==> config.mk <==
export PLATFORM = sky130hd
export DESIGN_NAME = spd_dma_top
export DESIGN_NICKNAME = d
export VERILOG_FILES = /design/src/spd_pkg.sv /design/src/spd_pingpong.sv /design/src/spd_dma_top.sv
export SDC_FILE = /design/constraint.sdc
export NUM_CORES = 1
export LEC_CHECK = 0
export BUFFER_PORTS_ARGS = -buffer_cell sky130_fd_sc_hd__buf_2
export CORE_MARGIN = 2
export CORE_UTILIZATION = 35
export CTS_CLUSTER_DIAMETER = 40
export DETAILED_ROUTE_END_ITERATION = 6
export GPL_TIMING_DRIVEN = 0
export PLACE_DENSITY = 0.49
export SLEW_MARGIN = 20
export SYNTH_ARGS = -nofsm -noshare
export SYNTH_HDL_FRONTEND = slang
export SYNTH_SLANG_ARGS = --single-unit
==> constraint.sdc <==
create_clock -name clk_sys -period 9.5 [get_ports clk_sys]
set_input_delay 2.85 -clock clk_sys [delete_from_list [all_inputs] [get_ports clk_sys]]
set_output_delay 2.85 -clock clk_sys [all_outputs]
set_load 0.005 [all_outputs]
==> src/spd_pkg.sv <==
// ==========================================================
// shared constants of the serial ping-pong dma block
package spd_pkg;

  localparam int REG_AW = 16;
  localparam int REG_DW = 32;

  // ==========================================================
  // register byte addresses
  localparam logic [15:0] OFS_FLAGS = 16'ha808;
  localparam logic [15:0] OFS_MODE = 16'hc854;
  localparam logic [15:0] OFS_TX_BEG_A = 16'hc800;
  localparam logic [15:0] OFS_TX_BEG_B = 16'hc804;
  localparam logic [15:0] OFS_TX_END_A = 16'hc808;
  localparam logic [15:0] OFS_TX_END_B = 16'hc80c;
  localparam logic [15:0] OFS_RX_BEG_A = 16'hc810;
  localparam logic [15:0] OFS_RX_BEG_B = 16'hc814;
  localparam logic [15:0] OFS_RX_END_A = 16'hc818;
  localparam logic [15:0] OFS_RX_END_B = 16'hc81c;
  localparam logic [15:0] OFS_TX_CNT = 16'hc820;
  localparam logic [15:0] OFS_RX_CNT_A = 16'hc824;
  localparam logic [15:0] OFS_RX_CNT_B = 16'hc828;
  localparam logic [15:0] OFS_RX_ERR_A = 16'hc82c;
  localparam logic [15:0] OFS_RX_ERR_B = 16'hc830;
  localparam logic [15:0] OFS_DMA_CTRL = 16'hc834;
  localparam logic [15:0] OFS_DMA_STAT = 16'hc838;

  // ==========================================================
  // reset values
  localparam logic [14:0] FLAGS_RST = 15'h0000;
  localparam logic [1:0] MODE_RST = 2'h0;

  // ==========================================================
  // pending flag bit positions
  localparam int FLG_PAR_ERR = 14;
  localparam int FLG_FRM_ERR = 13;
  localparam int FLG_TX_ULD_B = 12;
  localparam int FLG_TX_ULD_A = 11;
  localparam int FLG_RX_ULD_B = 10;
  localparam int FLG_RX_ULD_A = 9;
  localparam int FLG_NACK = 8;
  localparam int FLG_CMD_DONE = 7;
  localparam int FLG_I2C_TX_DONE = 6;
  localparam int FLG_I2C_RX_DONE = 5;
  localparam int FLG_TX_UNDERRUN = 4;
  localparam int FLG_RX_OVERRUN = 3;
  localparam int FLG_TX_IDLE = 2;
  localparam int FLG_TX_FREE = 1;
  localparam int FLG_RX_VALID = 0;

  // ==========================================================
  // channel control bits (write one to act)
  localparam int CTL_RX_LOAD_A = 0;
  localparam int CTL_RX_LOAD_B = 1;
  localparam int CTL_TX_LOAD_A = 2;
  localparam int CTL_TX_LOAD_B = 3;
  localparam int CTL_RX_RESET = 4;
  localparam int CTL_TX_RESET = 5;

  // receive error register: offset low, valid flag here
  localparam int ERR_VALID_BIT = 16;

  // ==========================================================
  // controller modes
  localparam logic [1:0] MODE_DISABLED = 2'h0;
  localparam logic [1:0] MODE_UART = 2'h1;
  localparam logic [1:0] MODE_SPI = 2'h2;
  localparam logic [1:0] MODE_I2C = 2'h3;

  typedef enum logic [1:0] {
    BUF_IDLE = 2'b00,
    BUF_PENDING = 2'b01,
    BUF_ACTIVE = 2'b11
  } spd_buf_e;

endpackage : spd_pkg

==> src/spd_pingpong.sv <==
`timescale 1ns/1ns
// ==========================================================
// buffer a/b state tracker of one channel
module spd_pingpong (
  input wire logic clk_sys,
  input wire logic rst,
  input wire logic chan_reset,
  input wire logic load_a,
  input wire logic load_b,
  input wire logic unload_a,
  input wire logic unload_b,
  output spd_pkg::spd_buf_e state_a,
  output spd_pkg::spd_buf_e state_b,
  output logic promote
);
  import spd_pkg::*;

  spd_buf_e next_a;
  spd_buf_e next_b;

  always_comb begin
    next_a = state_a;
    next_b = state_b;
    if (unload_a && state_a != BUF_IDLE) begin // [RULE_03] [RULE_13]
      next_a = BUF_IDLE;
    end
    if (unload_b && state_b != BUF_IDLE) begin // [RULE_03] [RULE_13]
      next_b = BUF_IDLE;
    end
    if (load_a && state_a == BUF_IDLE) begin // [RULE_07]
      next_a = (next_b == BUF_ACTIVE) ? BUF_PENDING : BUF_ACTIVE;
    end
    if (load_b && state_b == BUF_IDLE) begin // [RULE_07]
      next_b = (next_a == BUF_ACTIVE) ? BUF_PENDING : BUF_ACTIVE;
    end
    if (next_a == BUF_PENDING && next_b != BUF_ACTIVE) begin // [RULE_01] [RULE_22]
      next_a = BUF_ACTIVE;
    end
    if (next_b == BUF_PENDING && next_a != BUF_ACTIVE) begin // [RULE_01] [RULE_22]
      next_b = BUF_ACTIVE;
    end
  end

  // a pending buffer taking over from the one just unloaded
  assign promote = (state_a == BUF_PENDING && next_a == BUF_ACTIVE)
                || (state_b == BUF_PENDING && next_b == BUF_ACTIVE);

  always_ff @(posedge clk_sys) begin
    if (rst || chan_reset) begin // [RULE_04]
      state_a <= BUF_IDLE;
      state_b <= BUF_IDLE;
    end else begin
      state_a <= next_a;
      state_b <= next_b;
    end
  end

endmodule : spd_pingpong

==> src/spd_dma_top.sv <==
// Decided for this implementation: the address-and-strobe port.
`timescale 1ns/1ns
// Notes on behaviour
// RULE_01: each channel has buffers a and b and alternates between them by itself.
// RULE_02: tx moves memory to tx fifo, rx moves rx fifo to memory, without stalling.
// RULE_03: each buffer is idle, pending or active; unloading returns it to idle.
// RULE_04: channel reset bit idles both buffers and clears the channel counts.
// RULE_05: buffers span start to end address, end byte included.
// RULE_06: software keeps every buffer inside on-chip ram.
// RULE_07: load bit makes a buffer pending, or active when none is in use.
// RULE_08: end address may change while loaded and applies at once.
// RULE_09: count is offset of next byte and steps by one per byte.
// RULE_10: tx shares one count; rx has one count per buffer.
// RULE_11: counts hold until channel reset or load (tx: either buffer).
// RULE_12: rx count writable when loaded; writing when idle also loads.
// RULE_13: buffer unloads once start plus count exceeds end.
// RULE_14: end or count writes re-run the comparison and may unload early.
// RULE_15: unloads set flags tx b 12, tx a 11, rx b 10, rx a 9.
// RULE_16: mode field 0 off, 1 uart, 2 spi, 3 i2c.
// RULE_17: uart mode only exists on the first serial controller.
// RULE_18: uart parity error sets bit 14, framing error bit 13.
// RULE_19: i2c nack bit 8, start/stop done 7, tx done 6, rx done 5.
// RULE_20: underrun 4, overrun 3, tx idle 2, tx free 1, rx data 0.
// RULE_21: errored received byte records its offset as first error.
// RULE_22: on unload a pending buffer takes over at the next byte.
module spd_dma_top #(
  parameter int MEM_AW = 16,
  parameter bit IS_FIRST_CTRL = 1'b1
) (
  input wire logic clk_sys,
  input wire logic rst,
  input wire logic [spd_pkg::REG_AW-1:0] reg_addr,
  input wire logic [spd_pkg::REG_DW-1:0] reg_wdata,
  input wire logic reg_wr,
  input wire logic reg_rd,
  output logic [spd_pkg::REG_DW-1:0] reg_rdata,
  output logic [MEM_AW-1:0] mem_addr,
  output logic [7:0] mem_wdata,
  output logic mem_we,
  output logic mem_re,
  input wire logic [7:0] mem_rdata,
  input wire logic tx_fifo_full,
  output logic tx_fifo_push,
  output logic [7:0] tx_fifo_data,
  input wire logic rx_fifo_valid,
  input wire logic [7:0] rx_fifo_data,
  input wire logic rx_fifo_parity_err,
  input wire logic rx_fifo_frame_err,
  output logic rx_fifo_pop,
  input wire logic parity_error_evt,
  input wire logic framing_error_evt,
  input wire logic nack_received_evt,
  input wire logic start_stop_done_evt,
  input wire logic i2c_transmit_done_evt,
  input wire logic i2c_receive_done_evt,
  input wire logic transmit_underrun_evt,
  input wire logic receive_overrun_evt,
  input wire logic transmitter_idle_evt,
  input wire logic transmit_space_free_evt,
  input wire logic receive_data_available_evt,
  output logic [1:0] controller_mode_field,
  output logic [14:0] serial_interrupt_pending_flags
);
  import spd_pkg::*;

  // ==========================================================
  // storage
  logic [MEM_AW-1:0] tx_beg [2];
  logic [MEM_AW-1:0] tx_end [2];
  logic [MEM_AW-1:0] rx_beg [2];
  logic [MEM_AW-1:0] rx_end [2];
  logic [MEM_AW-1:0] rx_cnt [2];
  logic [MEM_AW-1:0] rx_err [2];
  logic rx_err_vld [2];
  logic [MEM_AW-1:0] tx_shared_byte_count;
  spd_buf_e tx_st [2];
  spd_buf_e rx_st [2];
  logic tx_over [2];
  logic rx_over [2];
  logic tx_unload [2];
  logic rx_unload [2];
  logic tx_load [2];
  logic rx_load [2];
  logic rx_cnt_wr [2];
  logic tx_promote;
  logic rx_promote;

  // ==========================================================
  // register decode
  logic wr_ctrl;
  logic tx_channel_reset_bit;
  logic rx_channel_reset_bit;
  logic tx_buffer_load_bit [2];
  logic rx_buffer_load_bit [2];

  assign wr_ctrl = reg_wr && reg_addr == OFS_DMA_CTRL;
  assign tx_channel_reset_bit = wr_ctrl && reg_wdata[CTL_TX_RESET];
  assign rx_channel_reset_bit = wr_ctrl && reg_wdata[CTL_RX_RESET];
  assign tx_buffer_load_bit[0] = wr_ctrl && reg_wdata[CTL_TX_LOAD_A];
  assign tx_buffer_load_bit[1] = wr_ctrl && reg_wdata[CTL_TX_LOAD_B];
  assign rx_buffer_load_bit[0] = wr_ctrl && reg_wdata[CTL_RX_LOAD_A];
  assign rx_buffer_load_bit[1] = wr_ctrl && reg_wdata[CTL_RX_LOAD_B];
  assign rx_cnt_wr[0] = reg_wr && reg_addr == OFS_RX_CNT_A;
  assign rx_cnt_wr[1] = reg_wr && reg_addr == OFS_RX_CNT_B;

  // ==========================================================
  // unload comparison and loads, per buffer
  genvar gi;
  generate
    for (gi = 0; gi < 2; gi++) begin : g_buf
      // end byte inclusive: only strictly beyond end unloads
      assign tx_over[gi] = ({1'b0, tx_beg[gi]} + {1'b0, tx_shared_byte_count})
                           > {1'b0, tx_end[gi]}; // [RULE_05] [RULE_13] [RULE_08]
      assign rx_over[gi] = ({1'b0, rx_beg[gi]} + {1'b0, rx_cnt[gi]})
                           > {1'b0, rx_end[gi]}; // [RULE_05] [RULE_13] [RULE_14]
      assign tx_unload[gi] = tx_st[gi] == BUF_ACTIVE && tx_over[gi]; // [RULE_14]
      assign rx_unload[gi] = rx_st[gi] != BUF_IDLE && rx_over[gi]; // [RULE_14]
      assign tx_load[gi] = tx_buffer_load_bit[gi] && tx_st[gi] == BUF_IDLE;
      assign rx_load[gi] = (rx_buffer_load_bit[gi] || rx_cnt_wr[gi])
                           && rx_st[gi] == BUF_IDLE; // [RULE_12]
    end
  endgenerate

  spd_pingpong u_tx_pp (
    .clk_sys(clk_sys),
    .rst(rst),
    .chan_reset(tx_channel_reset_bit),
    .load_a(tx_load[0]),
    .load_b(tx_load[1]),
    .unload_a(tx_unload[0]),
    .unload_b(tx_unload[1]),
    .state_a(tx_st[0]),
    .state_b(tx_st[1]),
    .promote(tx_promote)
  );

  spd_pingpong u_rx_pp (
    .clk_sys(clk_sys),
    .rst(rst),
    .chan_reset(rx_channel_reset_bit),
    .load_a(rx_load[0]),
    .load_b(rx_load[1]),
    .unload_a(rx_unload[0]),
    .unload_b(rx_unload[1]),
    .state_a(rx_st[0]),
    .state_b(rx_st[1]),
    .promote(rx_promote)
  );

  // ==========================================================
  // transfer decision
  logic enabled;
  logic rx_sel;
  logic tx_sel;
  logic rx_go;
  logic tx_go;

  assign enabled = controller_mode_field != MODE_DISABLED;
  assign rx_sel = rx_st[1] == BUF_ACTIVE;
  assign tx_sel = tx_st[1] == BUF_ACTIVE;
  assign rx_go = enabled && rx_fifo_valid && !rx_fifo_pop
              && rx_st[rx_sel] == BUF_ACTIVE && !rx_over[rx_sel]; // [RULE_02]
  assign tx_go = enabled && !tx_fifo_full && !mem_re && !tx_fifo_push && !rx_go
              && tx_st[tx_sel] == BUF_ACTIVE && !tx_over[tx_sel]; // [RULE_02]

  // ==========================================================
  // memory port and fifo strobes
  always_ff @(posedge clk_sys) begin
    if (rst) begin
      mem_addr <= '0;
      mem_wdata <= 8'h00;
      mem_we <= 1'b0;
      mem_re <= 1'b0;
      rx_fifo_pop <= 1'b0;
    end else begin
      mem_we <= rx_go;
      mem_re <= tx_go;
      rx_fifo_pop <= rx_go;
      if (rx_go) begin
        mem_addr <= MEM_AW'(rx_beg[rx_sel] + rx_cnt[rx_sel]);
        mem_wdata <= rx_fifo_data;
      end else if (tx_go) begin
        mem_addr <= MEM_AW'(tx_beg[tx_sel] + tx_shared_byte_count);
      end
    end
  end

  always_ff @(posedge clk_sys) begin
    if (rst) begin
      tx_fifo_push <= 1'b0;
      tx_fifo_data <= 8'h00;
    end else begin
      tx_fifo_push <= mem_re;
      if (mem_re) begin
        tx_fifo_data <= mem_rdata;
      end
    end
  end

  // ==========================================================
  // counts
  always_ff @(posedge clk_sys) begin
    if (rst || tx_channel_reset_bit) begin // [RULE_04]
      tx_shared_byte_count <= '0;
    end else if (tx_load[0] || tx_load[1] || tx_promote) begin // [RULE_11] [RULE_22]
      tx_shared_byte_count <= '0;
    end else if (tx_go) begin
      tx_shared_byte_count <= MEM_AW'(tx_shared_byte_count + 1'b1); // [RULE_09] [RULE_10]
    end
  end

  generate
    for (gi = 0; gi < 2; gi++) begin : g_rxcnt
      always_ff @(posedge clk_sys) begin
        if (rst || rx_channel_reset_bit) begin // [RULE_04]
          rx_cnt[gi] <= '0;
        end else if (rx_cnt_wr[gi]) begin // [RULE_12] [RULE_14]
          rx_cnt[gi] <= reg_wdata[MEM_AW-1:0];
        end else if (rx_load[gi]) begin // [RULE_11]
          rx_cnt[gi] <= '0;
        end else if (rx_go && rx_sel == 1'(gi)) begin
          rx_cnt[gi] <= MEM_AW'(rx_cnt[gi] + 1'b1); // [RULE_09] [RULE_10]
        end
      end

      always_ff @(posedge clk_sys) begin
        if (rst || rx_channel_reset_bit || rx_load[gi]) begin
          rx_err[gi] <= '0;
          rx_err_vld[gi] <= 1'b0;
        end else if (rx_go && rx_sel == 1'(gi) && !rx_err_vld[gi]
                     && (rx_fifo_parity_err || rx_fifo_frame_err)) begin // [RULE_21]
          rx_err[gi] <= rx_cnt[gi];
          rx_err_vld[gi] <= 1'b1;
        end
      end
    end
  endgenerate

  // ==========================================================
  // buffer address registers
  always_ff @(posedge clk_sys) begin
    if (rst) begin
      tx_beg[0] <= '0;
      tx_beg[1] <= '0;
      tx_end[0] <= '0;
      tx_end[1] <= '0;
      rx_beg[0] <= '0;
      rx_beg[1] <= '0;
      rx_end[0] <= '0;
      rx_end[1] <= '0;
    end else if (reg_wr) begin
      if (reg_addr == OFS_TX_BEG_A) begin
        tx_beg[0] <= reg_wdata[MEM_AW-1:0];
      end else if (reg_addr == OFS_TX_BEG_B) begin
        tx_beg[1] <= reg_wdata[MEM_AW-1:0];
      end else if (reg_addr == OFS_TX_END_A) begin
        tx_end[0] <= reg_wdata[MEM_AW-1:0]; // [RULE_08]
      end else if (reg_addr == OFS_TX_END_B) begin
        tx_end[1] <= reg_wdata[MEM_AW-1:0]; // [RULE_08]
      end else if (reg_addr == OFS_RX_BEG_A) begin
        rx_beg[0] <= reg_wdata[MEM_AW-1:0];
      end else if (reg_addr == OFS_RX_BEG_B) begin
        rx_beg[1] <= reg_wdata[MEM_AW-1:0];
      end else if (reg_addr == OFS_RX_END_A) begin
        rx_end[0] <= reg_wdata[MEM_AW-1:0]; // [RULE_08]
      end else if (reg_addr == OFS_RX_END_B) begin
        rx_end[1] <= reg_wdata[MEM_AW-1:0]; // [RULE_08]
      end
    end
  end

  // ==========================================================
  // mode register
  always_ff @(posedge clk_sys) begin
    if (rst) begin
      controller_mode_field <= MODE_RST;
    end else if (reg_wr && reg_addr == OFS_MODE) begin
      if (reg_wdata[1:0] != MODE_UART || IS_FIRST_CTRL) begin // [RULE_16] [RULE_17]
        controller_mode_field <= reg_wdata[1:0];
      end
    end
  end

  // ==========================================================
  // pending flags: write one clears, a new event wins
  logic [14:0] flag_set;
  logic [14:0] flag_clr;

  always_comb begin
    flag_set = 15'h0000;
    flag_set[FLG_PAR_ERR] = parity_error_evt; // [RULE_18]
    flag_set[FLG_FRM_ERR] = framing_error_evt; // [RULE_18]
    flag_set[FLG_TX_ULD_B] = tx_unload[1]; // [RULE_15]
    flag_set[FLG_TX_ULD_A] = tx_unload[0]; // [RULE_15]
    flag_set[FLG_RX_ULD_B] = rx_unload[1]; // [RULE_15]
    flag_set[FLG_RX_ULD_A] = rx_unload[0]; // [RULE_15]
    flag_set[FLG_NACK] = nack_received_evt; // [RULE_19]
    flag_set[FLG_CMD_DONE] = start_stop_done_evt; // [RULE_19]
    flag_set[FLG_I2C_TX_DONE] = i2c_transmit_done_evt; // [RULE_19]
    flag_set[FLG_I2C_RX_DONE] = i2c_receive_done_evt; // [RULE_19]
    flag_set[FLG_TX_UNDERRUN] = transmit_underrun_evt; // [RULE_20]
    flag_set[FLG_RX_OVERRUN] = receive_overrun_evt; // [RULE_20]
    flag_set[FLG_TX_IDLE] = transmitter_idle_evt; // [RULE_20]
    flag_set[FLG_TX_FREE] = transmit_space_free_evt; // [RULE_20]
    flag_set[FLG_RX_VALID] = receive_data_available_evt; // [RULE_20]
  end

  assign flag_clr = (reg_wr && reg_addr == OFS_FLAGS) ? reg_wdata[14:0] : 15'h0000;

  always_ff @(posedge clk_sys) begin
    if (rst) begin
      serial_interrupt_pending_flags <= FLAGS_RST;
    end else begin
      serial_interrupt_pending_flags <= (serial_interrupt_pending_flags & ~flag_clr)
                                        | flag_set;
    end
  end

  // ==========================================================
  // read port, data in the cycle after the strobe
  always_ff @(posedge clk_sys) begin
    if (rst) begin
      reg_rdata <= 32'h00000000;
    end else if (reg_rd) begin
      reg_rdata <= 32'h00000000;
      if (reg_addr == OFS_FLAGS) begin
        reg_rdata[14:0] <= serial_interrupt_pending_flags;
      end else if (reg_addr == OFS_MODE) begin
        reg_rdata[1:0] <= controller_mode_field;
      end else if (reg_addr == OFS_TX_BEG_A) begin
        reg_rdata[MEM_AW-1:0] <= tx_beg[0];
      end else if (reg_addr == OFS_TX_BEG_B) begin
        reg_rdata[MEM_AW-1:0] <= tx_beg[1];
      end else if (reg_addr == OFS_TX_END_A) begin
        reg_rdata[MEM_AW-1:0] <= tx_end[0];
      end else if (reg_addr == OFS_TX_END_B) begin
        reg_rdata[MEM_AW-1:0] <= tx_end[1];
      end else if (reg_addr == OFS_RX_BEG_A) begin
        reg_rdata[MEM_AW-1:0] <= rx_beg[0];
      end else if (reg_addr == OFS_RX_BEG_B) begin
        reg_rdata[MEM_AW-1:0] <= rx_beg[1];
      end else if (reg_addr == OFS_RX_END_A) begin
        reg_rdata[MEM_AW-1:0] <= rx_end[0];
      end else if (reg_addr == OFS_RX_END_B) begin
        reg_rdata[MEM_AW-1:0] <= rx_end[1];
      end else if (reg_addr == OFS_TX_CNT) begin
        reg_rdata[MEM_AW-1:0] <= tx_shared_byte_count;
      end else if (reg_addr == OFS_RX_CNT_A) begin
        reg_rdata[MEM_AW-1:0] <= rx_cnt[0];
      end else if (reg_addr == OFS_RX_CNT_B) begin
        reg_rdata[MEM_AW-1:0] <= rx_cnt[1];
      end else if (reg_addr == OFS_RX_ERR_A) begin
        reg_rdata[MEM_AW-1:0] <= rx_err[0];
        reg_rdata[ERR_VALID_BIT] <= rx_err_vld[0];
      end else if (reg_addr == OFS_RX_ERR_B) begin
        reg_rdata[MEM_AW-1:0] <= rx_err[1];
        reg_rdata[ERR_VALID_BIT] <= rx_err_vld[1];
      end else if (reg_addr == OFS_DMA_STAT) begin
        reg_rdata[7:0] <= {rx_st[1], rx_st[0], tx_st[1], tx_st[0]};
      end
    end
  end

endmodule : spd_dma_top

; ---- Yosys cells after proc, flatten, opt, wreduce, memory -nomap -nowiden
; Memories as Yosys holds them, arrays and structs flattened.
; Cells that the tools add are included.
[classes]
addsub = 9
n_lt_le_gt_ge = 6
n_eq_ne = 38
muxes = 177
n_bitwise = 24
n_reduce_logical = 79
[ops]
columns = operator, count
row1 = 2-to-1 mux 16 bit, 29
row2 = == test 16 bit (second input constant), 17
row3 = 2-to-1 mux 1 bit, 117
row4 = adder 16 x 16 -> 17 bit, 4
row5 = greater-than comparator 17 x 16 -> 1 bit, 4
row6 = logical AND 1 bit, 49
row7 = adder 16 x 1 -> 16 bit (second input constant), 3
row8 = 2-to-1 mux 2 bit, 24
row9 = 2-to-1 mux 15 bit, 3
row10 = adder 16 bit, 2
row11 = == test 2 bit (second input constant), 11
row12 = OR 1 bit, 18
row13 = 2-to-1 mux 17 bit, 1
row14 = 2-to-1 mux 8 bit, 2
row15 = AND 15 bit, 1
row16 = inverter 15 bit, 1
row17 = OR 15 bit, 1
row18 = == test 2 x 1 -> 1 bit (second input constant), 6
row19 = nonzero test 2 bit, 6
row20 = logical OR 1 bit, 10
row21 = logical NOT 1 bit, 9
row22 = 2-to-1 mux 9 bit, 1
row23 = logical NOT 2 bit, 4
row24 = != test 2 bit (second input constant), 4
row25 = other kinds (4), 6
[word_totals]
ff_bits = 93
ramBits = 194
in_bits = 83
output_inout_bits = 85
word_cells = 354
memories = 7
[mem_list]
columns = name, depth, word_bits, rd, rd_clocked_by_memory_dff, wr, line
row1 = rx_beg, 2, 16, 3, 0, 2, spd_dma_top.sv:70  ; logic [MEM_AW-1:0] rx_beg [2];
row2 = rx_cnt, 2, 16, 3, 0, 2, spd_dma_top.sv:72  ; logic [MEM_AW-1:0] rx_cnt [2];
row3 = rx_end, 2, 16, 2, 0, 2, spd_dma_top.sv:71  ; logic [MEM_AW-1:0] rx_end [2];
row4 = rx_err, 2, 16, 2, 0, 2, spd_dma_top.sv:73  ; logic [MEM_AW-1:0] rx_err [2];
row5 = tx_beg, 2, 16, 3, 0, 2, spd_dma_top.sv:68  ; logic [MEM_AW-1:0] tx_beg [2];
row6 = tx_end, 2, 16, 2, 0, 2, spd_dma_top.sv:69  ; logic [MEM_AW-1:0] tx_end [2];
row7 = 1 more memories, --, --, --, --, --, --

; ---- Logic depth before layout (Yosys ltp)
; An unclocked memory read counts as a cell.
[logic_depth]
word_depth = 23
mapped_depth = 23
depth_no_buf = 20

; ---- Modules after synthesis
; From an unflattened synthesis, not the netlist that was laid out.
[hier_totals]
hier_cells = 2044
area_unflattened_um2 = 19386.1
[by_module_without_submodules]
columns = module, n_inst, cells_each, area_per_inst_um2, seq_area_each_um2
row1 = spd_dma_top, 1, 1998, 18968.2, 7517.2
row2 = spd_pingpong, 2, 23, 209.0, 80.1

; ---- Worst setup path after synthesis
; Ideal clock, no wire load.
[synth_path]
path_kind = input-to-reg
start = input reg_addr[9] (netlist name)
end = memory rx_beg[0][0], enable pin
setup_time_ns = 0.392
arrival_time_ns = 5.353
t_required_ns = 9.108
path_slack_ns = 3.754
stages = 6
path_buffers = 2
cell_sequence = or4b_4 or2_4 buf_6 or4_1 clkbuf_1 o21bai_1
[synth_lines]
columns = item, line
row1 = start: declaration, spd_dma_top.sv:32  ; input wire logic [spd_pkg::REG_AW-1:0] reg_addr,
row2 = end: declaration, spd_dma_top.sv:70

; ---- Final worst setup path
[layout_path]
start = register tx_shared_byte_count[1]
end = register mem_addr[10]
[layout_via]
elab_chain_len = 8
elab_cells_between_ends = 13
classes_between = add/sub: 3 / order compare: 2 / mux: 5 / reduce/logical: 3
[layout_rtl]
columns = item, line
row1 = start: declaration, spd_dma_top.sv:75  ; logic [MEM_AW-1:0] tx_shared_byte_count;
row2 = start signal: assignment, spd_dma_top.sv:208  ; tx_shared_byte_count <= MEM_AW'(tx_shared_byte_count + 1'b1);
row3 = adder 16 x 16 -> 17 bit, spd_dma_top.sv:112  ; assign tx_over[gi] = ({1'b0, tx_beg[gi]} + {1'b0, tx_shared_byte_count})
row4 = greater-than comparator 17 x 16 -> 1 bit, spd_dma_top.sv:113  ; > {1'b0, tx_end[gi]};
row5 = 2-to-1 mux 1 bit (implied by the code) (3 in a row), spd_dma_top.sv:164  ; && tx_st[tx_sel] == BUF_ACTIVE && !tx_over[tx_sel];
row6 = logical NOT 1 bit, spd_dma_top.sv:164
row7 = logical AND 1 bit, spd_dma_top.sv:164
row8 = nonzero test 2 bit (no line), --
row9 = end signal: assignment, spd_dma_top.sv:180  ; mem_addr <= MEM_AW'(rx_beg[rx_sel] + rx_cnt[rx_sel]);
row10 = end signal: assignment, spd_dma_top.sv:183  ; mem_addr <= MEM_AW'(tx_beg[tx_sel] + tx_shared_byte_count);
row11 = end: declaration, spd_dma_top.sv:37  ; output logic [MEM_AW-1:0] mem_addr,
; Parallel ways exist; a longest one is shown, timed or not. The select of a mux whose other input is x is not followed.
; A chain may end at the register's enable or synchronous reset.

==> qor.txt <==
initial antenna violation count -> 5
Slew Viols, Final -> 0
worst path cell trace -> ha_1 > a21o_1 > a21oi_1 > nand2b_1 > a21oi_1 > a41oi_1 > a21oi_1 > a41o_1 > or4b_2 > nand4_1 > ha_1 > a211o_1 > a2111oi_0 > o21ai_1 > o211ai_1 > nand2_1 > o311ai_1 > clkbuf_1 > nand3_1 > a311oi_1
unrepaired setup endpoints after global routing -> false
Worst-path clk slew -> 0.05 ns
Synth Area per Inst -> 9.358 um2
Worst R2R End -> mem_addr[10]
hold_buf cts -> 0
Arr. time, crit path -> 7.44 ns
YS warnings -> 0
XOR/XNOR share of the synthesized area -> 0.04704
die area -> 58310 um2
Worst Skew -> 0.04219 ns
Synth area leader -> edfxtp_1
Cell Area, Synth -> 19740 um2
vias per std cell -> 5.802
wire length on met2 -> 39550 um
fin area -> 23570 um2
clk buf depth -> 3
Routability Congestion -> 0.9884
CP required -> 10.05 ns
final worst-path cycle share -> 0.7251
Inserted Diodes -> 0
Reg-to-Reg Start -> tx_shared_byte_count[1]
vias post-DR -> 18150
synth top area cells -> edfxtp_1 29%, ha_1 10%, dfxtp_1 9.5%
Crit. Startpoint -> tx_shared_byte_count[1]
Die Y -> 241.5 um
fmax -> 0.1452 GHz
Clock H-tree levels -> 2
Critical Path Sink Type -> register
Largest stage delay, worst path -> 0.91 ns
asr flop ratio synth -> 0
leakage -> 9.447 nW
antenna-violating nets left -> 0
Hold Vio Cnt, Final -> 0
most frequent CP cell -> a21oi_1
crit path launch type -> register
Post-DP HPWL -> 66840 um
# Post-CTS Setup Buffers -> 0
P&R area growth vs syn -> 19.42%
flop-to-flop setup slack -> 2.61 ns
largest net degree at the start of global routing -> 19
Slew @ Worst Pin -> 1.098 ns
EDFF count, synth -> 193
Post-Place Cell Area -> 21480 um2
grt ovf -> 0
Iter 0 DRT Violations -> 1914
Resized cells post-CTS -> 0
Min Clock Period, post-route -> 6.888 ns
Synth Flop Type -> edfxtp_1
core footprint -> 56060 um2
sequential area share after synthesis -> 0.3890
relative slew slack -> 0.2564
library cells used by synthesis -> 87
Worst Setup EP -> mem_addr[10]
final wirelength -> 86190 um
count of input and output buffers -> 129
worst r2r path cells -> 20
Yosys top cell area share -> 0.2936
CTS tree -> built
status -> finished with violations
Clock Tree Root -> clkbuf_16
Setup TNS -> 0 ns
Place WS -> 2.787 ns
final worst setup slack -> 2.612 ns
Starting Density -> 0.3521
Pre-Repair DR Iteration Count -> 7
row count -> 87
number of top-level pins -> 168
Simple-Gate Fraction of Synth Area -> 0.1979
pwr/cell area -> 171.1 nW/um2
max cap viols -> 0
Die Span X -> 241.5 um
fraction of layout cells with a size suffix above 1 -> 0.1597
register bit total from synthesis -> 287
critical path class -> reg2reg
portion of netlist area occupied by mux cells -> 0.04412
most frequent cells in the layout -> 193 x edfxtp_1, 189 x nand2_1, 178 x nor2_1
Mapped Cells -> 2109
Num CTS Buffers -> 61
Residual DRC -> 5
# clock sinks -> 287
Synth Area in Adders -> 0.1082
critical path fanouts, max -> 10
Nets -> 2570
failing checks -> DRC
Global Route Usage Sum -> 0.2914
first-pass GRT wire length -> 120200 um
# setup viols final -> 0
worst hold path type -> reg2reg
peak supply drop -> 149.4 uV
Compound-Gate Fraction of Synth Area -> 0.1712
met1 wire length -> 35740 um
commonest non-fill, non-tap cell in the layout -> edfxtp_1
vias in the first global route -> 16990
Max Used Layer -> met5
main combinational cell family by area after synthesis -> simple AND/OR/NAND/NOR gates
latest clock arrival within the worst-skew pair -> 0.66 ns
post-DR wirelength/cell -> 27.55 um
met3 WL post-DR -> 6354 um
Crit-path slowest cell -> o311ai_1
final core occ -> 0.4204
-- worst max-delay path, delay by kind of cell, from the launching register on --
family / cells / cell delay, ns
adder cells (fa/ha/maj): 2 / 0.61
buffers and inverters: 1 / 0.43
AO/OA/AOI/OAI: 12 / 3.61
AND/OR/NAND/NOR: 5 / 1.43
flip-flops: 1 / 0.73
-- where the power goes --
part           total [W]  switching [W]  internal [W]
Clock            0.00215       0.000807       0.00134
Combinational   0.000437       0.000269      0.000168
Sequential       0.00145      0.0000661       0.00138
-- registers in the layout (all words and copies together), names as in the netlist, 8 cells and up --
| register | flops |
|---|---|
| rx_beg | 32 |
| tx_end | 32 |
| tx_beg | 32 |
| rx_cnt | 32 |
| reg_rdata | 17 |
| tx_fifo_data | 8 |
| mem_addr | 16 |
| mem_wdata | 8 |
| rx_end | 32 |
| serial_interrupt_pending_flags | 15 |
| rx_err | 32 |
| tx_shared_byte_count | 16 |
-- synth_stat cells (22+ instances only) --
master / count
nand2_1: 189
inv_1: 94
xor2_1: 33
mux2_2: 56
nor2_1: 178
mux2i_1: 24
o21ai_0: 86
edfxtp_1: 193
a21oi_1: 141
clkbuf_1: 63
nand4_1: 23
and2_1: 102
xnor2_1: 73
a31oi_1: 23
nor3_1: 42
nand3_1: 78
a21o_1: 27
ha_1: 161
and3_1: 22
a311oi_1: 22
dfxtp_1: 94
-- how the worst min path moves through the flow --
stage,startpoint,to,slack [ns],cells past startpoint
final,mem_wdata[2],mem_wdata[2],0.45,2
after global routing,mem_wdata[0],mem_wdata[0],0.47,2
after CTS,mem_wdata[2],mem_wdata[2],0.46,2
after detailed placement,mem_wdata[2],mem_wdata[2],0.45,2
after global placement,mem_wdata[0],mem_wdata[0],0.44,2
after floorplan,mem_wdata[0],mem_wdata[0],0.45,2
-- logic make-up (layout without fill, tap and decap cells) --
logic type               after synthesis  in the layout
flip-flops                           287            287
other                                  1             15
AO/OA/AOI/OAI                        505            505
buffers and inverters                198            448
adder cells (fa/ha/maj)              167            167
XOR/XNOR                             106            106
AND/OR/NAND/NOR                      765            765
multiplexers                          80             80
-- metal layers --
layer | global-route usage | vias up
li1 | - | 8261
met1 | 0.3706 | 8868
met2 | 0.4697 | 836
met3 | 0.05800 | 186
met4 | 0.1472 | 2
met5 | 0.009259 | -
-- layout make-up --
class,count,area (um2)
Buffer,104,484.2
Clock buffer,69,1640
Clock inverter,47,447.9
Fill cell,5501,32490
Inverter,94,352.8
Multi-Input combinational cell,1638,11310
Sequential cell,287,7677
Tap cell,756,945.9
Timing Repair Buffer,134,705.7
-- metrics by stage --
stage	hold slack (ns)	total power (W)	cells
after floorplan	0.4482	0.001709	2123
after global placement	0.4364	0.001890	3008
after detailed placement	0.4485	0.001896	3013
after CTS	0.4551	0.004046	3129
after global routing	0.4707	0.004156	3129
final	0.4525	0.004033	3129
(Power assumes the default switching activity.)
